[config.mk]
export PLATFORM = sky130hd
export DESIGN_NAME = nvmsc_mailbox
export DESIGN_NICKNAME = d
export VERILOG_FILES = /design/src/hdl/nvmsc_decode.v /design/src/hdl/nvmsc_sync.v /design/src/hdl/nvmsc_mailbox.v
export VERILOG_INCLUDE_DIRS = /design/src /design/src/hdl
export SDC_FILE = /design/constraint.sdc
export NUM_CORES = 1
export LEC_CHECK = 0
export BUFFER_PORTS_ARGS = -buffer_cell sky130_fd_sc_hd__buf_2
export CAP_MARGIN = 40
export CORE_MARGIN = 8
export CORE_UTILIZATION = 40
export CTS_BUF_LIST = sky130_fd_sc_hd__clkbuf_4 sky130_fd_sc_hd__clkbuf_8 sky130_fd_sc_hd__clkbuf_16
export CTS_CLUSTER_DIAMETER = 200
export CTS_CLUSTER_SIZE = 20
export DETAILED_ROUTE_END_ITERATION = 10
export PLACE_DENSITY = 0.65
export SYNTH_ARGS = -nofsm -noshare
export SYNTH_HDL_FRONTEND = slang
export SYNTH_SLANG_ARGS = --single-unit
[constraint.sdc]
create_clock -name clock_in -period 2.6 [get_ports clock_in]
set_input_delay 0.26 -clock clock_in [delete_from_list [all_inputs] [get_ports clock_in]]
set_output_delay 0.26 -clock clock_in [all_outputs]
set_load 0.01 [all_outputs]
[src/hdl/nvmsc_defines.vh]
`ifndef NVMSC_DEFINES_VH
`define NVMSC_DEFINES_VH

// Register indices on the plain register port; byte address is four times the index.
`define NVMSC_ADDR_MBX_DAP 4'h0
`define NVMSC_ADDR_MBX_APP 4'h1
`define NVMSC_ADDR_MBX_EXE 4'h2
`define NVMSC_ADDR_LOCK 4'h3
`define NVMSC_ADDR_NOTIFY 4'h4
`define NVMSC_ADDR_RELMASK 4'h5
`define NVMSC_ADDR_CTRL 4'h6
`define NVMSC_ADDR_STATUS 4'h7
`define NVMSC_ADDR_PCTX 4'h8
`define NVMSC_ADDR_LASTOP 4'h9

// Requester numbers.
`define NVMSC_REQ_DAP 2'h0
`define NVMSC_REQ_APP 2'h1
`define NVMSC_REQ_EXE 2'h2

// Inline word fields.
`define NVMSC_OPC_HI 31
`define NVMSC_OPC_LO 24
`define NVMSC_INLINE_BIT 0
`define NVMSC_STAT_HI 31
`define NVMSC_STAT_LO 28

// Status codes.
`define NVMSC_STAT_OK 4'hA
`define NVMSC_STAT_ERR 4'hF

// Opcodes.
`define NVMSC_OP_SILID 8'h00
`define NVMSC_OP_BLOW 8'h01
`define NVMSC_OP_HASH 8'h02
`define NVMSC_OP_RDFUSE 8'h03
`define NVMSC_OP_WRROW 8'h05
`define NVMSC_OP_PGROW 8'h06
`define NVMSC_OP_ERALL 8'h0A
`define NVMSC_OP_CKSUM 8'h0B
`define NVMSC_OP_ERSECT 8'h14
`define NVMSC_OP_SRST 8'h1B
`define NVMSC_OP_ERROW 8'h1C

// Control bits and reset values.
`define NVMSC_CTRL_PROT_LO 0
`define NVMSC_CTRL_TBL_FLASH 4
`define NVMSC_CTRL_DBG_ACQ 5
`define NVMSC_PROT_UNKNOWN 4'h0
`define NVMSC_CTRL_RST 32'h00000000

// Flash geometry.
`define NVMSC_ROW_BYTES 512
`define NVMSC_RWW_SECTOR_BYTES 524288

// Protection context run by the executor.
`define NVMSC_PC_EXEC 4'h0

`endif

[src/hdl/nvmsc_decode.v]
`timescale 1ns/1ps
`include "nvmsc_defines.vh"

module nvmsc_decode (
    input wire [7:0] opcode_in, // Opcode byte
    input wire tbl_flash_in, // Jump table held in flash
    output reg known_out, // Opcode is recognised
    output reg [4:0] entry_out, // Jump table slot
    output reg uses_sram_out, // Call takes SRAM parameters
    output reg flash_op_out, // Call writes flash
    output reg tbl_flash_out // Slot is taken from the flash table
);

always @* begin
    known_out = 1'b1;
    uses_sram_out = 1'b0;
    flash_op_out = 1'b0;
    entry_out = opcode_in[4:0];
    tbl_flash_out = tbl_flash_in;
    case (opcode_in)
        `NVMSC_OP_SILID, `NVMSC_OP_BLOW, `NVMSC_OP_RDFUSE: begin
        end
        `NVMSC_OP_HASH: begin
            uses_sram_out = 1'b1;
        end
        `NVMSC_OP_SRST: begin
        end
        `NVMSC_OP_WRROW, `NVMSC_OP_PGROW: begin
            uses_sram_out = 1'b1;
            flash_op_out = 1'b1;
        end
        `NVMSC_OP_ERROW: begin
            flash_op_out = 1'b1;
        end
        `NVMSC_OP_CKSUM: begin
            uses_sram_out = 1'b1;
        end
        `NVMSC_OP_ERSECT, `NVMSC_OP_ERALL: begin
            flash_op_out = 1'b1;
        end
        default: begin
            known_out = 1'b0;
            entry_out = 5'h1F;
        end
    endcase
end

endmodule // nvmsc_decode

[src/hdl/nvmsc_sync.v]
`timescale 1ns/1ps

module nvmsc_sync #(
    parameter WIDTH = 3
) (
    input wire clock_in, // System clock
    input wire sys_rst_in, // Synchronous reset
    input wire [WIDTH-1:0] async_in, // Pins from outside
    output reg [WIDTH-1:0] sync_out // Synchronised levels
);

reg [WIDTH-1:0] stage1_reg;

always @(posedge clock_in) begin
    if (sys_rst_in) begin
        stage1_reg <= {WIDTH{1'b0}};
        sync_out <= {WIDTH{1'b0}};
    end else begin
        stage1_reg <= async_in;
        sync_out <= stage1_reg;
    end
end

endmodule // nvmsc_sync

[src/hdl/nvmsc_mailbox.v]
`timescale 1ns/1ps
`include "nvmsc_defines.vh"

// Notes on behaviour
// - One 32-bit word; short debug requests go inline with bit 0 set.
// - Bit 0 clear means word-aligned SRAM pointer; set means inline decode.
// - Protection state unknown: requests ignored, nothing performed.
// - Dispatch through a jump table in ROM or flash, per configuration.
// - SRAM results are written before the mailbox is released.
// - Scalar results go into the data field, then the lock is released.
// - After debug acquisition the executor keeps servicing debug requests.
// - Completion releases the calling mailbox; interrupt only if mask bit set.
// - On exit restore active protection context from the saved copy.
// - Opcodes 0x00, 0x01, 0x03: identity, blow fuse bit, read fuse byte.
// - Opcode 0x02 hash using SRAM; 0x1B soft reset of cores.
// - Opcodes 0x05 write row, 0x06 program row, 0x1C erase row.
// - Opcode 0x0B returns the byte sum of flash or one row.
// - Opcode 0x14 erases a sector, 0x0A all flash; no SRAM.
// - Every flash write is performed by the executor alone.
// - Rows are 512 bytes; read-while-write sectors are 512KB.
// - Calls run in protection context 0 inside the executor handler.
// - Inline debug results carry status 0xA or 0xF in bits 31..28.

module nvmsc_mailbox #(
    parameter ROW_BYTES = `NVMSC_ROW_BYTES,
    parameter SECTOR_BYTES = `NVMSC_RWW_SECTOR_BYTES
) (
    input wire clock_in, // 40 MHz system clock
    input wire sys_rst_in, // Synchronous reset, active high
    input wire [3:0] addr_in, // Register index
    input wire [31:0] wdata_in, // Register write data
    input wire wr_in, // Write strobe
    input wire rd_in, // Read strobe
    output reg [31:0] rdata_out, // Read data, cycle after read strobe
    input wire [2:0] notify_pin_in, // Notify requests from outside
    output reg [31:0] sram_addr_out, // SRAM byte address, word aligned
    output reg sram_rd_out, // SRAM read pulse
    output reg sram_wr_out, // SRAM write pulse
    output reg [31:0] sram_wdata_out, // SRAM write data
    input wire [31:0] sram_rdata_in, // SRAM read data, next cycle
    output reg [5:0] op_start_out, // Start pulse to the selected routine
    output reg [4:0] op_entry_out, // Jump table slot
    output reg op_tbl_flash_out, // Slot taken from flash table
    output reg [31:0] op_arg_out, // Argument word
    input wire op_done_in, // Routine finished
    input wire [31:0] op_result_in, // Routine result
    input wire op_fail_in, // Routine failed
    output reg [3:0] active_pc_out, // Active protection context
    output reg [2:0] release_irq_out // Release interrupt per mailbox
);

//////////////////////////////////////////////////////////////////////////////
localparam S_IDLE = 3'h0;
localparam S_FETCH = 3'h1;
localparam S_WAIT = 3'h2;
localparam S_RUN = 3'h3;
localparam S_WBACK = 3'h4;
localparam S_EXIT = 3'h5;
localparam S_REL = 3'h6;

localparam [31:0] ROW_BYTES_W = ROW_BYTES;
localparam [31:0] SECTOR_BYTES_W = SECTOR_BYTES;

reg [31:0] mbx_reg [0:2];
reg [2:0] lock_reg;
reg [2:0] relmask_reg;
reg [31:0] ctrl_reg;
reg [2:0] pend_reg;
reg [2:0] state_reg;
reg [1:0] cur_reg;
reg inline_reg;
reg [31:0] ptr_reg;
reg [31:0] cmd_reg;
reg [3:0] saved_pc_reg;
reg [7:0] lastop_reg;
reg [3:0] laststat_reg;
wire [2:0] notify_sync;
wire known;
wire [4:0] entry;
wire tbl_flash;
reg [1:0] pick;
reg pick_ok;
integer i;
integer j;

// Puts a status code into the top nibble of a result word.
function [31:0] with_status;
    input [31:0] word;
    input [3:0] stat;
    begin
        with_status = {stat, word[27:0]};
    end
endfunction

// Maps an opcode onto a routine class: 0 fuse, 1 hash, 2 reset,
// 3 flash write, 4 checksum, 5 identity.
function [2:0] op_class;
    input [7:0] op;
    begin
        case (op)
            `NVMSC_OP_BLOW, `NVMSC_OP_RDFUSE: op_class = 3'h0;
            `NVMSC_OP_HASH: op_class = 3'h1;
            `NVMSC_OP_SRST: op_class = 3'h2;
            `NVMSC_OP_CKSUM: op_class = 3'h4;
            `NVMSC_OP_SILID: op_class = 3'h5;
            default: op_class = 3'h3;
        endcase
    end
endfunction

//////////////////////////////////////////////////////////////////////////////
nvmsc_sync #(
    .WIDTH(3)
) u_sync (
    .clock_in(clock_in),
    .sys_rst_in(sys_rst_in),
    .async_in(notify_pin_in),
    .sync_out(notify_sync)
);

// The decoder reads the latched command, so its outputs settle in S_RUN.
nvmsc_decode u_decode (
    .opcode_in(cmd_reg[`NVMSC_OPC_HI:`NVMSC_OPC_LO]),
    .tbl_flash_in(ctrl_reg[`NVMSC_CTRL_TBL_FLASH]),
    .known_out(known),
    .entry_out(entry),
    .uses_sram_out(),
    .flash_op_out(),
    .tbl_flash_out(tbl_flash)
);

// Debug port wins while it holds the device; otherwise lowest number first.
// Cores stay locked and pending for as long as the debug port holds the device.
always @* begin
    pick = `NVMSC_REQ_DAP;
    pick_ok = 1'b0;
    if (ctrl_reg[`NVMSC_CTRL_DBG_ACQ]) begin
        pick_ok = pend_reg[0] & lock_reg[0];
    end else if (pend_reg[0] & lock_reg[0]) begin
        pick_ok = 1'b1;
    end else if (pend_reg[1] & lock_reg[1]) begin
        pick = `NVMSC_REQ_APP;
        pick_ok = 1'b1;
    end else if (pend_reg[2] & lock_reg[2]) begin
        pick = `NVMSC_REQ_EXE;
        pick_ok = 1'b1;
    end
end

//////////////////////////////////////////////////////////////////////////////
// Notify edges and register writes, with hardware set beating clear.
// The edge detector resets low like an idle pin, so reset makes no false request.
reg [2:0] notify_d_reg;

always @(posedge clock_in) begin
    if (sys_rst_in) begin
        notify_d_reg <= 3'h0;
        pend_reg <= 3'h0;
        relmask_reg <= 3'h0;
        ctrl_reg <= `NVMSC_CTRL_RST;
    end else begin
        notify_d_reg <= notify_sync;
        if (wr_in && addr_in == `NVMSC_ADDR_RELMASK) begin
            relmask_reg <= wdata_in[2:0];
        end
        if (wr_in && addr_in == `NVMSC_ADDR_CTRL) begin
            ctrl_reg <= {26'h0000000, wdata_in[5:0]};
        end
        // A request waits in pend_reg until the executor is idle.
        for (i = 0; i < 3; i = i + 1) begin
            if (state_reg == S_IDLE && pick_ok && pick == i[1:0]) begin
                pend_reg[i] <= 1'b0;
            end
            if (wr_in && addr_in == `NVMSC_ADDR_NOTIFY && wdata_in[i]) begin
                pend_reg[i] <= 1'b1;
            end
            if (notify_sync[i] && !notify_d_reg[i]) begin
                pend_reg[i] <= 1'b1;
            end
        end
    end
end

//////////////////////////////////////////////////////////////////////////////
// Executor sequence.
always @(posedge clock_in) begin
    if (sys_rst_in) begin
        state_reg <= S_IDLE;
        cur_reg <= 2'h0;
        inline_reg <= 1'b0;
        ptr_reg <= 32'h00000000;
        cmd_reg <= 32'h00000000;
        saved_pc_reg <= `NVMSC_PC_EXEC;
        active_pc_out <= `NVMSC_PC_EXEC;
        lastop_reg <= 8'h00;
        laststat_reg <= 4'h0;
        lock_reg <= 3'h0;
        mbx_reg[0] <= 32'h00000000;
        mbx_reg[1] <= 32'h00000000;
        mbx_reg[2] <= 32'h00000000;
        sram_addr_out <= 32'h00000000;
        sram_rd_out <= 1'b0;
        sram_wr_out <= 1'b0;
        sram_wdata_out <= 32'h00000000;
        op_start_out <= 6'h00;
        op_entry_out <= 5'h00;
        op_tbl_flash_out <= 1'b0;
        op_arg_out <= 32'h00000000;
        release_irq_out <= 3'h0;
    end else begin
        sram_rd_out <= 1'b0;
        sram_wr_out <= 1'b0;
        op_start_out <= 6'h00;
        release_irq_out <= 3'h0;
        // Lock bits are set by software and cleared only on release.
        if (wr_in && addr_in == `NVMSC_ADDR_LOCK) begin
            for (j = 0; j < 3; j = j + 1) begin
                if (wdata_in[j]) begin
                    lock_reg[j] <= 1'b1;
                end
            end
        end
        if (wr_in && addr_in <= `NVMSC_ADDR_MBX_EXE) begin
            mbx_reg[addr_in[1:0]] <= wdata_in;
        end
        // Software sets the caller's context while idle; a call saves and restores it.
        if (wr_in && addr_in == `NVMSC_ADDR_PCTX && state_reg == S_IDLE) begin
            active_pc_out <= wdata_in[3:0];
        end
        case (state_reg)
            S_IDLE: begin
                if (pick_ok) begin
                    cur_reg <= pick;
                    if (ctrl_reg[3:0] == `NVMSC_PROT_UNKNOWN) begin
                        // The request is dropped but its lock stays held.
                        state_reg <= S_IDLE;
                    end else begin
                        saved_pc_reg <= active_pc_out;
                        active_pc_out <= `NVMSC_PC_EXEC;
                        inline_reg <= mbx_reg[pick][`NVMSC_INLINE_BIT];
                        ptr_reg <= {mbx_reg[pick][31:2], 2'b00};
                        if (mbx_reg[pick][`NVMSC_INLINE_BIT]) begin
                            cmd_reg <= mbx_reg[pick];
                            state_reg <= S_RUN;
                        end else begin
                            sram_addr_out <= {mbx_reg[pick][31:2], 2'b00};
                            sram_rd_out <= 1'b1;
                            state_reg <= S_FETCH;
                        end
                    end
                end
            end
            S_FETCH: begin
                // The SRAM answers one cycle after it sees the read pulse.
                state_reg <= S_WAIT;
            end
            S_WAIT: begin
                cmd_reg <= sram_rdata_in;
                state_reg <= S_RUN;
            end
            S_RUN: begin
                lastop_reg <= cmd_reg[`NVMSC_OPC_HI:`NVMSC_OPC_LO];
                if (!known) begin
                    laststat_reg <= `NVMSC_STAT_ERR;
                    // A refused opcode hands back an all-zero result field.
                    cmd_reg <= 32'h00000000;
                    state_reg <= S_WBACK;
                end else begin
                    // Flash writes start only here, from the executor.
                    op_start_out[op_class(cmd_reg[`NVMSC_OPC_HI:`NVMSC_OPC_LO])] <= 1'b1;
                    op_entry_out <= entry;
                    op_tbl_flash_out <= tbl_flash;
                    op_arg_out <= cmd_reg;
                    state_reg <= S_EXIT;
                end
            end
            S_EXIT: begin
                // The result replaces the command word; the opcode is in lastop_reg.
                if (op_done_in) begin
                    laststat_reg <= op_fail_in ? `NVMSC_STAT_ERR : `NVMSC_STAT_OK;
                    cmd_reg <= op_result_in;
                    state_reg <= S_WBACK;
                end
            end
            S_WBACK: begin
                // The result lands a cycle before the release, so a free lock means ready.
                if (inline_reg) begin
                    mbx_reg[cur_reg] <= with_status(cmd_reg,
                        laststat_reg);
                end else begin
                    sram_addr_out <= ptr_reg;
                    sram_wdata_out <= with_status(cmd_reg,
                        laststat_reg);
                    sram_wr_out <= 1'b1;
                end
                state_reg <= S_REL;
            end
            S_REL: begin
                lock_reg[cur_reg] <= 1'b0;
                release_irq_out[cur_reg] <= relmask_reg[cur_reg];
                active_pc_out <= saved_pc_reg;
                state_reg <= S_IDLE;
            end
            default: begin
                state_reg <= S_IDLE;
            end
        endcase
    end
end

//////////////////////////////////////////////////////////////////////////////
// Read port; row and sector sizes are exposed for software.
// Read data stand only in the cycle after the strobe and are zero otherwise.
always @(posedge clock_in) begin
    if (sys_rst_in) begin
        rdata_out <= 32'h00000000;
    end else if (rd_in) begin
        case (addr_in)
            `NVMSC_ADDR_MBX_DAP: rdata_out <= mbx_reg[0];
            `NVMSC_ADDR_MBX_APP: rdata_out <= mbx_reg[1];
            `NVMSC_ADDR_MBX_EXE: rdata_out <= mbx_reg[2];
            `NVMSC_ADDR_LOCK: rdata_out <= {29'h0, lock_reg};
            `NVMSC_ADDR_NOTIFY: rdata_out <= {29'h0, pend_reg};
            `NVMSC_ADDR_RELMASK: rdata_out <= {29'h0, relmask_reg};
            `NVMSC_ADDR_CTRL: rdata_out <= ctrl_reg;
            `NVMSC_ADDR_STATUS: rdata_out <= {ROW_BYTES_W[15:0], 9'h000, state_reg,
                laststat_reg};
            `NVMSC_ADDR_PCTX: rdata_out <= {24'h000000, saved_pc_reg, active_pc_out};
            `NVMSC_ADDR_LASTOP: rdata_out <= {SECTOR_BYTES_W[23:0], lastop_reg};
            default: rdata_out <= 32'h00000000;
        endcase
    end else begin
        rdata_out <= 32'h00000000;
    end
end

endmodule // nvmsc_mailbox

Word level (Yosys, flattened, before mapping)
Memories as Yosys holds them, arrays and structs flattened.
Cells that the tools add are included.
{"block": "totals", "input_bits": 109, "n_memories": 1, "reg_bits": 257, "out_inout_bits": 149, "mem_bits_rw": 96, "wordCells": 211}
{"name": "mbx_reg", "depth": 3, "width": 32, "rd": 4, "rd_ports_with_merged_regs": 0, "wr": 3, "line": "nvmsc_mailbox.v:64", "rtl": "reg [31:0] mbx_reg [0:2];"}
{"block": "op_classes", "order_cmp": 5, "n_mux": 78, "eq_ne": 34, "bitwise_logic": 15, "n_reduce_logical": 50}
{"operator": "two-way mux 32 bit", "n": 11}
{"operator": "one-hot mux 32 bit (10 select lines)", "n": 1}
{"operator": "one-hot mux 32 bit (4 select lines)", "n": 1}
{"operator": "one-hot mux 32 bit (2 select lines)", "n": 1}
{"operator": "OR reduction 32 bit", "n": 2}
{"operator": "two-way mux 1 bit", "n": 34}
{"operator": "two-way mux 3 bit", "n": 9}
{"operator": "equality test 8 x 5 -> 1 bit (second input constant)", "n": 3}
{"operator": "two-way mux 4 bit", "n": 5}
{"operator": "logical AND 1 bit", "n": 19}
{"operator": "one-hot mux 3 bit (6 select lines)", "n": 1}
{"operator": "equality test 4 x 3 -> 1 bit (second input constant)", "n": 4}
{"operator": "equality test 8 x 2 -> 1 bit (second input constant)", "n": 2}
{"operator": "equality test 8 x 3 -> 1 bit (second input constant)", "n": 2}
{"operator": "equality test 8 x 4 -> 1 bit (second input constant)", "n": 2}
{"operator": "two-way mux 2 bit", "n": 8}
{"operator": "one-hot mux 4 bit (2 select lines)", "n": 2}
{"operator": "one-hot mux 3 bit (5 select lines)", "n": 1}
{"operator": "inequality test 2 bit (second input constant)", "n": 6}
{"operator": "OR reduction 11 bit", "n": 1}
{"operator": "equality test 3 bit (second input constant)", "n": 3}
{"operator": "inverter 1 bit", "n": 9}
{"operator": "nonzero test 3 bit", "n": 3}
{"operator": "equality test 4 x 2 -> 1 bit (second input constant)", "n": 2}
{"operator": "other kinds (34)", "n": 50}

Logic depth before layout (Yosys ltp)
Gate-level depths: netlist of the first run.
{"block": "depth", "depth_word": 10, "ltp_mapped": 8, "mapped_depth_nobuf": 5}

Cells and area by module
A second synthesis of the first run with hierarchy kept.
{"block": "hier_totals", "hier_cells": 1625, "hier_area_um2": 15612.5}
{"mod": "nvmsc_mailbox", "area_each_um2": 15142.0, "cells_each": 1564, "instances": 1, "seq_area_each_um2": 7787.5}
{"mod": "nvmsc_decode", "area_each_um2": 312.8, "cells_each": 49, "instances": 1, "seq_area_each_um2": 0.0}
{"mod": "nvmsc_sync", "area_each_um2": 157.7, "cells_each": 12, "instances": 1, "seq_area_each_um2": 120.1}

Least setup slack after synthesis of the first run
Ideal clock, no wire load.
{"block": "synth_timing", "path_type": "register to register", "startpoint": "reg state_reg[1]", "endpoint": "mem mbx_reg[0][0] (enable)", "synth_period_minus_slack_ps": 2407, "stages_incl_launch_ff": 6, "setup_slack_ps": 193, "arrival_ps": 2011, "t_required_ps": 2204, "n_path_buf": 1, "setup_time_ps": 396, "path_cell_list": "dfxtp_1 buf_2 nor2_1 nand4_1 nor3_2 a311o_1"}
{"element": "start: declaration", "line": "nvmsc_mailbox.v:69", "rtl": "reg [2:0] state_reg;"}
{"element": "start signal: assignment", "line": "nvmsc_mailbox.v:188", "rtl": "state_reg <= S_IDLE;"}
{"element": "start signal: assignment", "line": "nvmsc_mailbox.v:236", "rtl": "state_reg <= S_IDLE;"}
{"element": "start signal: assignment", "line": "nvmsc_mailbox.v:244", "rtl": "state_reg <= S_RUN;"}
{"element": "end: declaration", "line": "nvmsc_mailbox.v:64"}

==> flow_metrics.env, run 1 <==
export IMPL_syn_area_sq_um=16280
export IMPL_grt_ovfl_total=0
export IMPL_fp_coreArea_sq_um=40550
export IMPL_avgSynthCellArea_sq_um=9.299
export IMPL_cp_required_ns=2.90
export IMPL_rr_startpoint="state_reg[2]$_SDFFE_PP0P_"
export IMPL_rows=74
export IMPL_routabilityCongestion=0.9377
export IMPL_cts_root_buf="clkbuf_16"
export IMPL_fin_skew_ns=0.03959
export IMPL_vias=15127
export IMPL_antenna_left=0
export IMPL_cts_buffers=21
export IMPL_fin_area_sq_um=19000
export IMPL_worstPathArrival_ns=2.72
export IMPL_synth_ff_type="dfxtp_1"
export IMPL_worstSetupPathType="reg2reg"
export IMPL_cts_setup_buffers=0
export IMPL_drt_pass1_iterations=7
export IMPL_boundaryPins=258
export IMPL_finalPower_uw=9934
export IMPL_synth_edf_count=96
export IMPL_gr_usage_all_layers_pct=24.32
export IMPL_wl_per_cell_um=24.54
export IMPL_portBuffers=255
export IMPL_yosysWarnings=0
export IMPL_worst_slack_ns=0.1701
export IMPL_synth_distinct_cells=73
export IMPL_p_leak_uw=0.007441
export IMPL_ys_seq_area_share_pct=48.56
export IMPL_p_per_area_nw_per_um2=522.8
export IMPL_r2r_end="mbx_reg[0][24]$_DFFE_PP_"
export IMPL_placed_area_sq_um=18310
export IMPL_cp_start_kind="register"
export IMPL_largest_reg_flops=96
export IMPL_clk_path_buf_depth=3
export IMPL_hold_start="wdata_in[6]"
export IMPL_start_util_pct=40.15
export IMPL_grt_max_degree=182
export IMPL_syn_inst=1751
export IMPL_cp_end_kind="register"
export IMPL_dp_hpwl_mm=42.79
export IMPL_drtIter0Drc=1792
export IMPL_clk_latency_ns=0.55
export IMPL_grt_pass1_vias=14329
export IMPL_fp_dieH_um=217.8
export IMPL_status="finished, final reports clean"
export IMPL_die_area_sq_um=47420
export IMPL_r2r_cells=6
export IMPL_synthToLayoutAreaGrowth_pct=16.68
export IMPL_mostFrequentLayoutCell="buf_2"
export IMPL_cts_sinks=347
export IMPL_hold_viol_final=0
export IMPL_wirelength_mm=61.06
export IMPL_drive_gt1_share_pct=22.85
export IMPL_worst_slew_pin_slew_ns=0.8760
export IMPL_maxCapViolations=0
export IMPL_cp_max_fo=33
export IMPL_antenna_found_initial=4
export IMPL_worst_hold_path_endpoint="mbx_reg[1][6]$_DFFE_PP_"
export IMPL_synth_seq_cells=347
export IMPL_dp_worst_setup_slack_ns=0.2645
export IMPL_cts_tree="built"
export IMPL_htree_levels=1
export IMPL_maxSlewViolCount=0
export IMPL_grt_first_pass_wirelength_mm=90.29
export IMPL_clk_pin_slew_ns=0.10
export IMPL_max_freq_mhz=411.5
export IMPL_reg2reg_slack_ns=0.17
export IMPL_nets=2048
export IMPL_whs_path_depth=2
export IMPL_rsz0062_at_grt="false"
export IMPL_post_route_period_util_pct=93.46
export IMPL_tns_ns=0
export IMPL_drc=0
export IMPL_viasPerCell=6.080
export IMPL_setup_viol=0
export IMPL_slew_headroom_pct=41.60
export IMPL_final_cell_mix="buf_2 (254), dfxtp_1 (249), nand2_1 (236)"
export IMPL_min_path_type="in2reg"
export IMPL_vdd_drop_max_uv=432.1
export IMPL_period_minus_slack_ns=2.430
export IMPL_die_x_um=217.8
export IMPL_synthArstFlopShare_pct=0
==> cell usage after synthesis, types with 6 or more instances <==
cell	count	share of area [%]
a211oi_1	35	1.6
dfxtp_1	251	31
nor3_2	6	0.37
mux2_2	7	0.48
o32ai_1	37	2.0
nor2_1	140	3.2
or2_2	6	0.23
buf_4	6	0.28
buf_2	33	1.0
o21ai_0	46	1.4
a32o_1	7	0.43
nand4_1	35	1.3
a21oi_1	122	3.7
o211ai_1	31	1.4
mux2i_1	67	4.1
inv_1	41	0.95
buf_1	12	0.28
nor2b_1	20	0.77
a22o_1	100	5.4
o41ai_1	30	1.6
or3_1	6	0.23
nor3_1	39	1.2
nand3_1	72	2.2
o32ai_2	20	2.0
edfxtp_1	96	18
clkbuf_1	123	2.8
nand2_1	236	5.4
a32oi_1	36	1.9
and3_1	7	0.27
==> stage by stage <==
step / hold WS (ns) / cells / util (%)
floorplan: 0.3882 / 1752 / -
global placement: 0.4166 / 2443 / 45.04
detailed placement: 0.4204 / 2445 / 45.16
CTS: 0.02167 / 2484 / 46.83
global route: 0.02089 / 2487 / 46.84
finish: 0.02911 / 2488 / 46.85
==> worst max path at each step <==
stage	to	slack, ns	startpoint	cells past startpoint
6_report	mbx_reg[0][24]$_DFFE_PP_	0.17	state_reg[2]$_SDFFE_PP0P_	6
4_1_cts	state_reg[0]$_SDFFE_PP0P_	0.23	cmd_reg[27]$_SDFFE_PP0P_	6
2_1_floorplan	mbx_reg[0][0]$_DFFE_PP_	0.19	state_reg[1]$_SDFFE_PP0P_	5
3_5_place_dp	state_reg[0]$_SDFFE_PP0P_	0.26	cmd_reg[27]$_SDFFE_PP0P_	6
5_1_grt	cmd_reg[7]$_SDFFE_PP0P_	0.05	cmd_reg[27]$_SDFFE_PP0P_	6
3_3_place_gp	cmd_reg[8]$_SDFFE_PP0P_	0.26	cmd_reg[27]$_SDFFE_PP0P_	6
==> critical path, stage by stage (launching register included) <==
cell and delay (ns):
dfxtp_2 0.55, nand4_1 0.31, nor3_4 0.20, buf_4 0.49, nor4b_4 0.09, buf_4 0.29, a22o_1 0.23
==> kinds of logic after synthesis <==
kind of cell	share of synthesized area, %
other	0.02303
AND/OR/NAND/NOR	16.87
buffers and inverters	5.671
AO/OA/AOI/OAI	24.14
flip-flops	48.56
multiplexers	4.741
==> where the power goes <==
group | internal [uW] | switching (uW) | total [uW]
sequential | 5620 | 58.5 | 5680
clock | 1680 | 1880 | 3560
combinational | 222 | 468 | 690
total | 7530 | 2410 | 9930
==> per-layer routing <==
metal / vias up / wire length [um] / GRT usage [%]
li1: 6865 / - / -
met1: 7377 / 26090 / 33.53
met2: 774 / 27520 / 38.45
met3: 111 / 5635 / 4.313
met4: 0 / 1809 / 7.591
met5: - / 0 / 0
==> cell type report <==
class / instances / area [sq um]
antenna: 4 / 10.01
clock buffer: 35 / 630.6
clock inverter: 1 / 16.27
fill: 3891 / 21550
inverter: 43 / 161.4
multi-input combinational: 1184 / 7567
sequential: 347 / 7910
tap: 532 / 665.6
timing repair buffer: 342 / 2038
==> what timing repair did <==
action,CTS,global route
endpoints found under the hold margin,3,0
resized for setup,0,0
hold buffers,3,0
Power figures use the tool's default switching activity.
==> run 2, diff against run 1 <==
--- a/config.mk
+++ b/config.mk
@@ -6,6 +6,7 @@
 export SDC_FILE = /design/constraint.sdc
 export NUM_CORES = 1
 export LEC_CHECK = 0
+export ABC_AREA = 1
 export BUFFER_PORTS_ARGS = -buffer_cell sky130_fd_sc_hd__buf_2
 export CAP_MARGIN = 40
 export CORE_MARGIN = 8
==> run 2 against run 1 <==
Against the previous run: global-route usage down 1.3 points; clock-buffer cell count fell by 5; register-to-register slack improved by 0.18 ns; final area is 6.8% lower; final cell count is 8.8% higher; combinational power down 22%; first-iteration DRC count down 14%; sequential share of layout area increased by 3.0 points; sequential power is essentially flat; critical path depth is 6 higher; die area fell by 5.8%; largest cell class unchanged; highest routed layer unchanged.
==> flow_metrics.env, run 2 <==
export IMPL_portBuffers=255
export IMPL_period_minus_slack_ns=2.254
export IMPL_syn_area_sq_um=15260
export IMPL_p_leak_uw=0.007539
export IMPL_maxSlewViolCount=0
export IMPL_fin_skew_ns=0.01369
export IMPL_hold_viol_final=0
export IMPL_drive_gt1_share_pct=16.93
export IMPL_mostFrequentLayoutCell="nand2_1"
export IMPL_fin_area_sq_um=17700
export IMPL_wirelength_mm=53.65
export IMPL_drc=0
export IMPL_grt_ovfl_total=0
export IMPL_cpMostUsedCell="nand2_1"
export IMPL_cp_required_ns=3.06
export IMPL_max_freq_mhz=443.7
export IMPL_synth_top_cell_by_area="dfxtp_1"
export IMPL_crit_chain="inv_1 > nand2_1 > inv_2 > nand2_1 > nor2_2 > clkinv_1 > nand2_1 > nor2_4 > nor2_8 > buf_4 > nor2_1 > nor2_1"
export IMPL_worstPathArrival_ns=2.71
export IMPL_drtIter0Drc=1540
export IMPL_gr_usage_all_layers_pct=22.98
export IMPL_nets=2298
export IMPL_synth_area_top_cells="dfxtp_1 (33%), edfxtp_1 (19%), nand2_1 (9.7%)"
export IMPL_rsz0062_at_grt="false"
export IMPL_synthArstFlopShare_pct=0
export IMPL_cts_sinks=347
export IMPL_drt_pass1_iterations=6
export IMPL_synth_seq_cells=347
export IMPL_maxCapViolations=0
export IMPL_yosysWarnings=0
export IMPL_cp_start_kind="register"
export IMPL_grt_pass1_vias=13924
export IMPL_dp_hpwl_mm=38.35
export IMPL_final_cell_mix="nand2_1 (395), buf_2 (255), dfxtp_1 (251)"
export IMPL_wl_per_cell_um=19.81
export IMPL_antenna_cells=0
export IMPL_p_per_area_nw_per_um2=543.9
export IMPL_clk_pin_slew_ns=0.09
export IMPL_vias=14541
export IMPL_grt_max_degree=171
export IMPL_cts_setup_buffers=0
export IMPL_yosys_top_cells_count="nand2_1 (395), dfxtp_1 (251), nor2_1 (235), inv_1 (204), nand3_1 (180)"
export IMPL_setup_viol=0
export IMPL_htree_levels=1
export IMPL_ys_seq_area_share_pct=51.82
export IMPL_syn_inst=1981
export IMPL_finalPower_uw=9628
export IMPL_clk_path_buf_depth=3
export IMPL_grt_first_pass_wirelength_mm=80.67
export IMPL_die_area_sq_um=44650
export IMPL_synth_distinct_cells=40
export IMPL_cp_end_kind="register"
export IMPL_worst_slew_pin_slew_ns=0.6602
export IMPL_synthToLayoutAreaGrowth_pct=16.00
export IMPL_start_util_pct=40.61
export IMPL_synth_edf_count=96
export IMPL_tns_ns=0
export IMPL_avgSynthCellArea_sq_um=7.703
export IMPL_slowest_delay_ns=0.41
export IMPL_fp_coreArea_sq_um=37580
export IMPL_post_route_period_util_pct=86.69
export IMPL_slew_headroom_pct=55.99
export IMPL_finalNonFillerCells=2708
export IMPL_rows=71
export IMPL_boundaryPins=258
export IMPL_cts_buffers=21
export IMPL_viasPerCell=5.370
export IMPL_dp_cells=2674
export IMPL_antenna_left=0
export IMPL_cp_slowest_cell="dfxtp_1"
export IMPL_clk_latency_ns=0.53
export IMPL_whs_ns=0.08269
export IMPL_placed_area_sq_um=17060
export IMPL_status="finished, final reports clean"
export IMPL_routabilityCongestion=0.9482
export IMPL_synth_top_cell_area_share_pct=32.93
export IMPL_largest_reg_flops=96
export IMPL_die_x_um=211.3
export IMPL_synth_ff_type="dfxtp_1"
export IMPL_cp_max_fo=28
export IMPL_vdd_drop_max_uv=377.1
export IMPL_min_path_type="in2reg"
export IMPL_synth_most_common_cell="nand2_1"
export IMPL_antenna_found_initial=0
export IMPL_fp_dieH_um=211.3
export IMPL_cts_tree="built"
export IMPL_worstSetupPathType="reg2reg"
export IMPL_cts_root_buf="clkbuf_16"
-- run 2: cell types whose count changed after synthesis, sizes merged, moves of 43 or more --
cell / before / now
o32ai: 57 / 0
nand2: 236 / 401
nor2: 142 / 245
mux2i: 67 / 0
a22o: 100 / 0
o21ai: 51 / 174
clkbuf: 123 / 80
o22ai: 1 / 106
inv: 42 / 215
nand3: 73 / 181
-- run 2: kinds of logic after synthesis --
group	after synthesis	share of synthesized area, %
simple gates	848	23.30
compound gates	442	15.83
flops	347	51.82
buf+inv	343	9.027
other cells	1	0.02457
-- run 2: worst paths after layout --
| path | from | to | slack, ns | depth (start not counted) |
|---|---|---|---|---|
| setup / recovery | cmd_reg[24]$_SDFFE_PP0P_ | op_arg_out[11]$_SDFFE_PP0P_ | 0.35 | 12 |
| hold / removal | wdata_in[3] | ctrl_reg[3]$_SDFFE_PP0P_ | 0.08 | 3 |
| setup reg to reg | cmd_reg[24]$_SDFFE_PP0P_ | op_arg_out[11]$_SDFFE_PP0P_ | 0.35 | 12 |
| hold reg to reg | u_sync.stage1_reg[1]$_SDFF_PP0_ | u_sync.sync_out[1]$_SDFF_PP0_ | 0.40 | 2 |
-- run 2: metal layers --
| metal | vias up | global-route usage [%] | share of wire (%) |
|---|---|---|---|
| met1 | 6775 | 29.48 | 39 |
| met2 | 714 | 38.86 | 48 |
| met3 | 103 | 2.884 | 8.5 |
| met4 | 0 | 9.442 | 4.4 |
| li1 | 6949 | - | - |
| met5 | - | 0 | 0 |
-- run 2: critical path, delay by kind of cell, from the launching register on --
family | cells | cell delay [ns]
AND/OR/NAND/NOR | 8 | 0.94
buffers and inverters | 4 | 0.81
flip-flops | 1 | 0.41
-- run 2: where the power goes --
group,total (uW),internal [uW],switching [uW]
sequential,5660,5620,42.9
clock,3420,1610,1820
combinational,539,177,361
total,9630,7400,2220
-- run 2: area by class of cell --
type | instances | area [sq um]
Fill cell | 3796 | 19880
Sequential cell | 347 | 7908
Multi-Input combinational cell | 1292 | 5988
Timing Repair Buffer | 308 | 1732
Inverter | 219 | 824.5
Tap cell | 511 | 639.4
Clock buffer | 30 | 593.1
Clock inverter | 1 | 16.27
-- run 2: stage by stage --
| step | util [%] | worst slack (ns) |
|---|---|---|
| 3_3_place_gp | 45.40 | 0.4543 |
| 2_1_floorplan | - | 0.1391 |
| 6_report | 47.10 | 0.3460 |
| 3_5_place_dp | 45.40 | 0.4228 |
| 4_1_cts | 47.10 | 0.3743 |
| 5_1_grt | 47.10 | 0.1345 |
-- run 2: repair_timing --
action                                  4_1_cts  5_1_grt
gates resized for setup                       0        0
endpoints found under the setup margin        0        0
hold buffers                                  3        0
hold endpoints to repair                      3        0
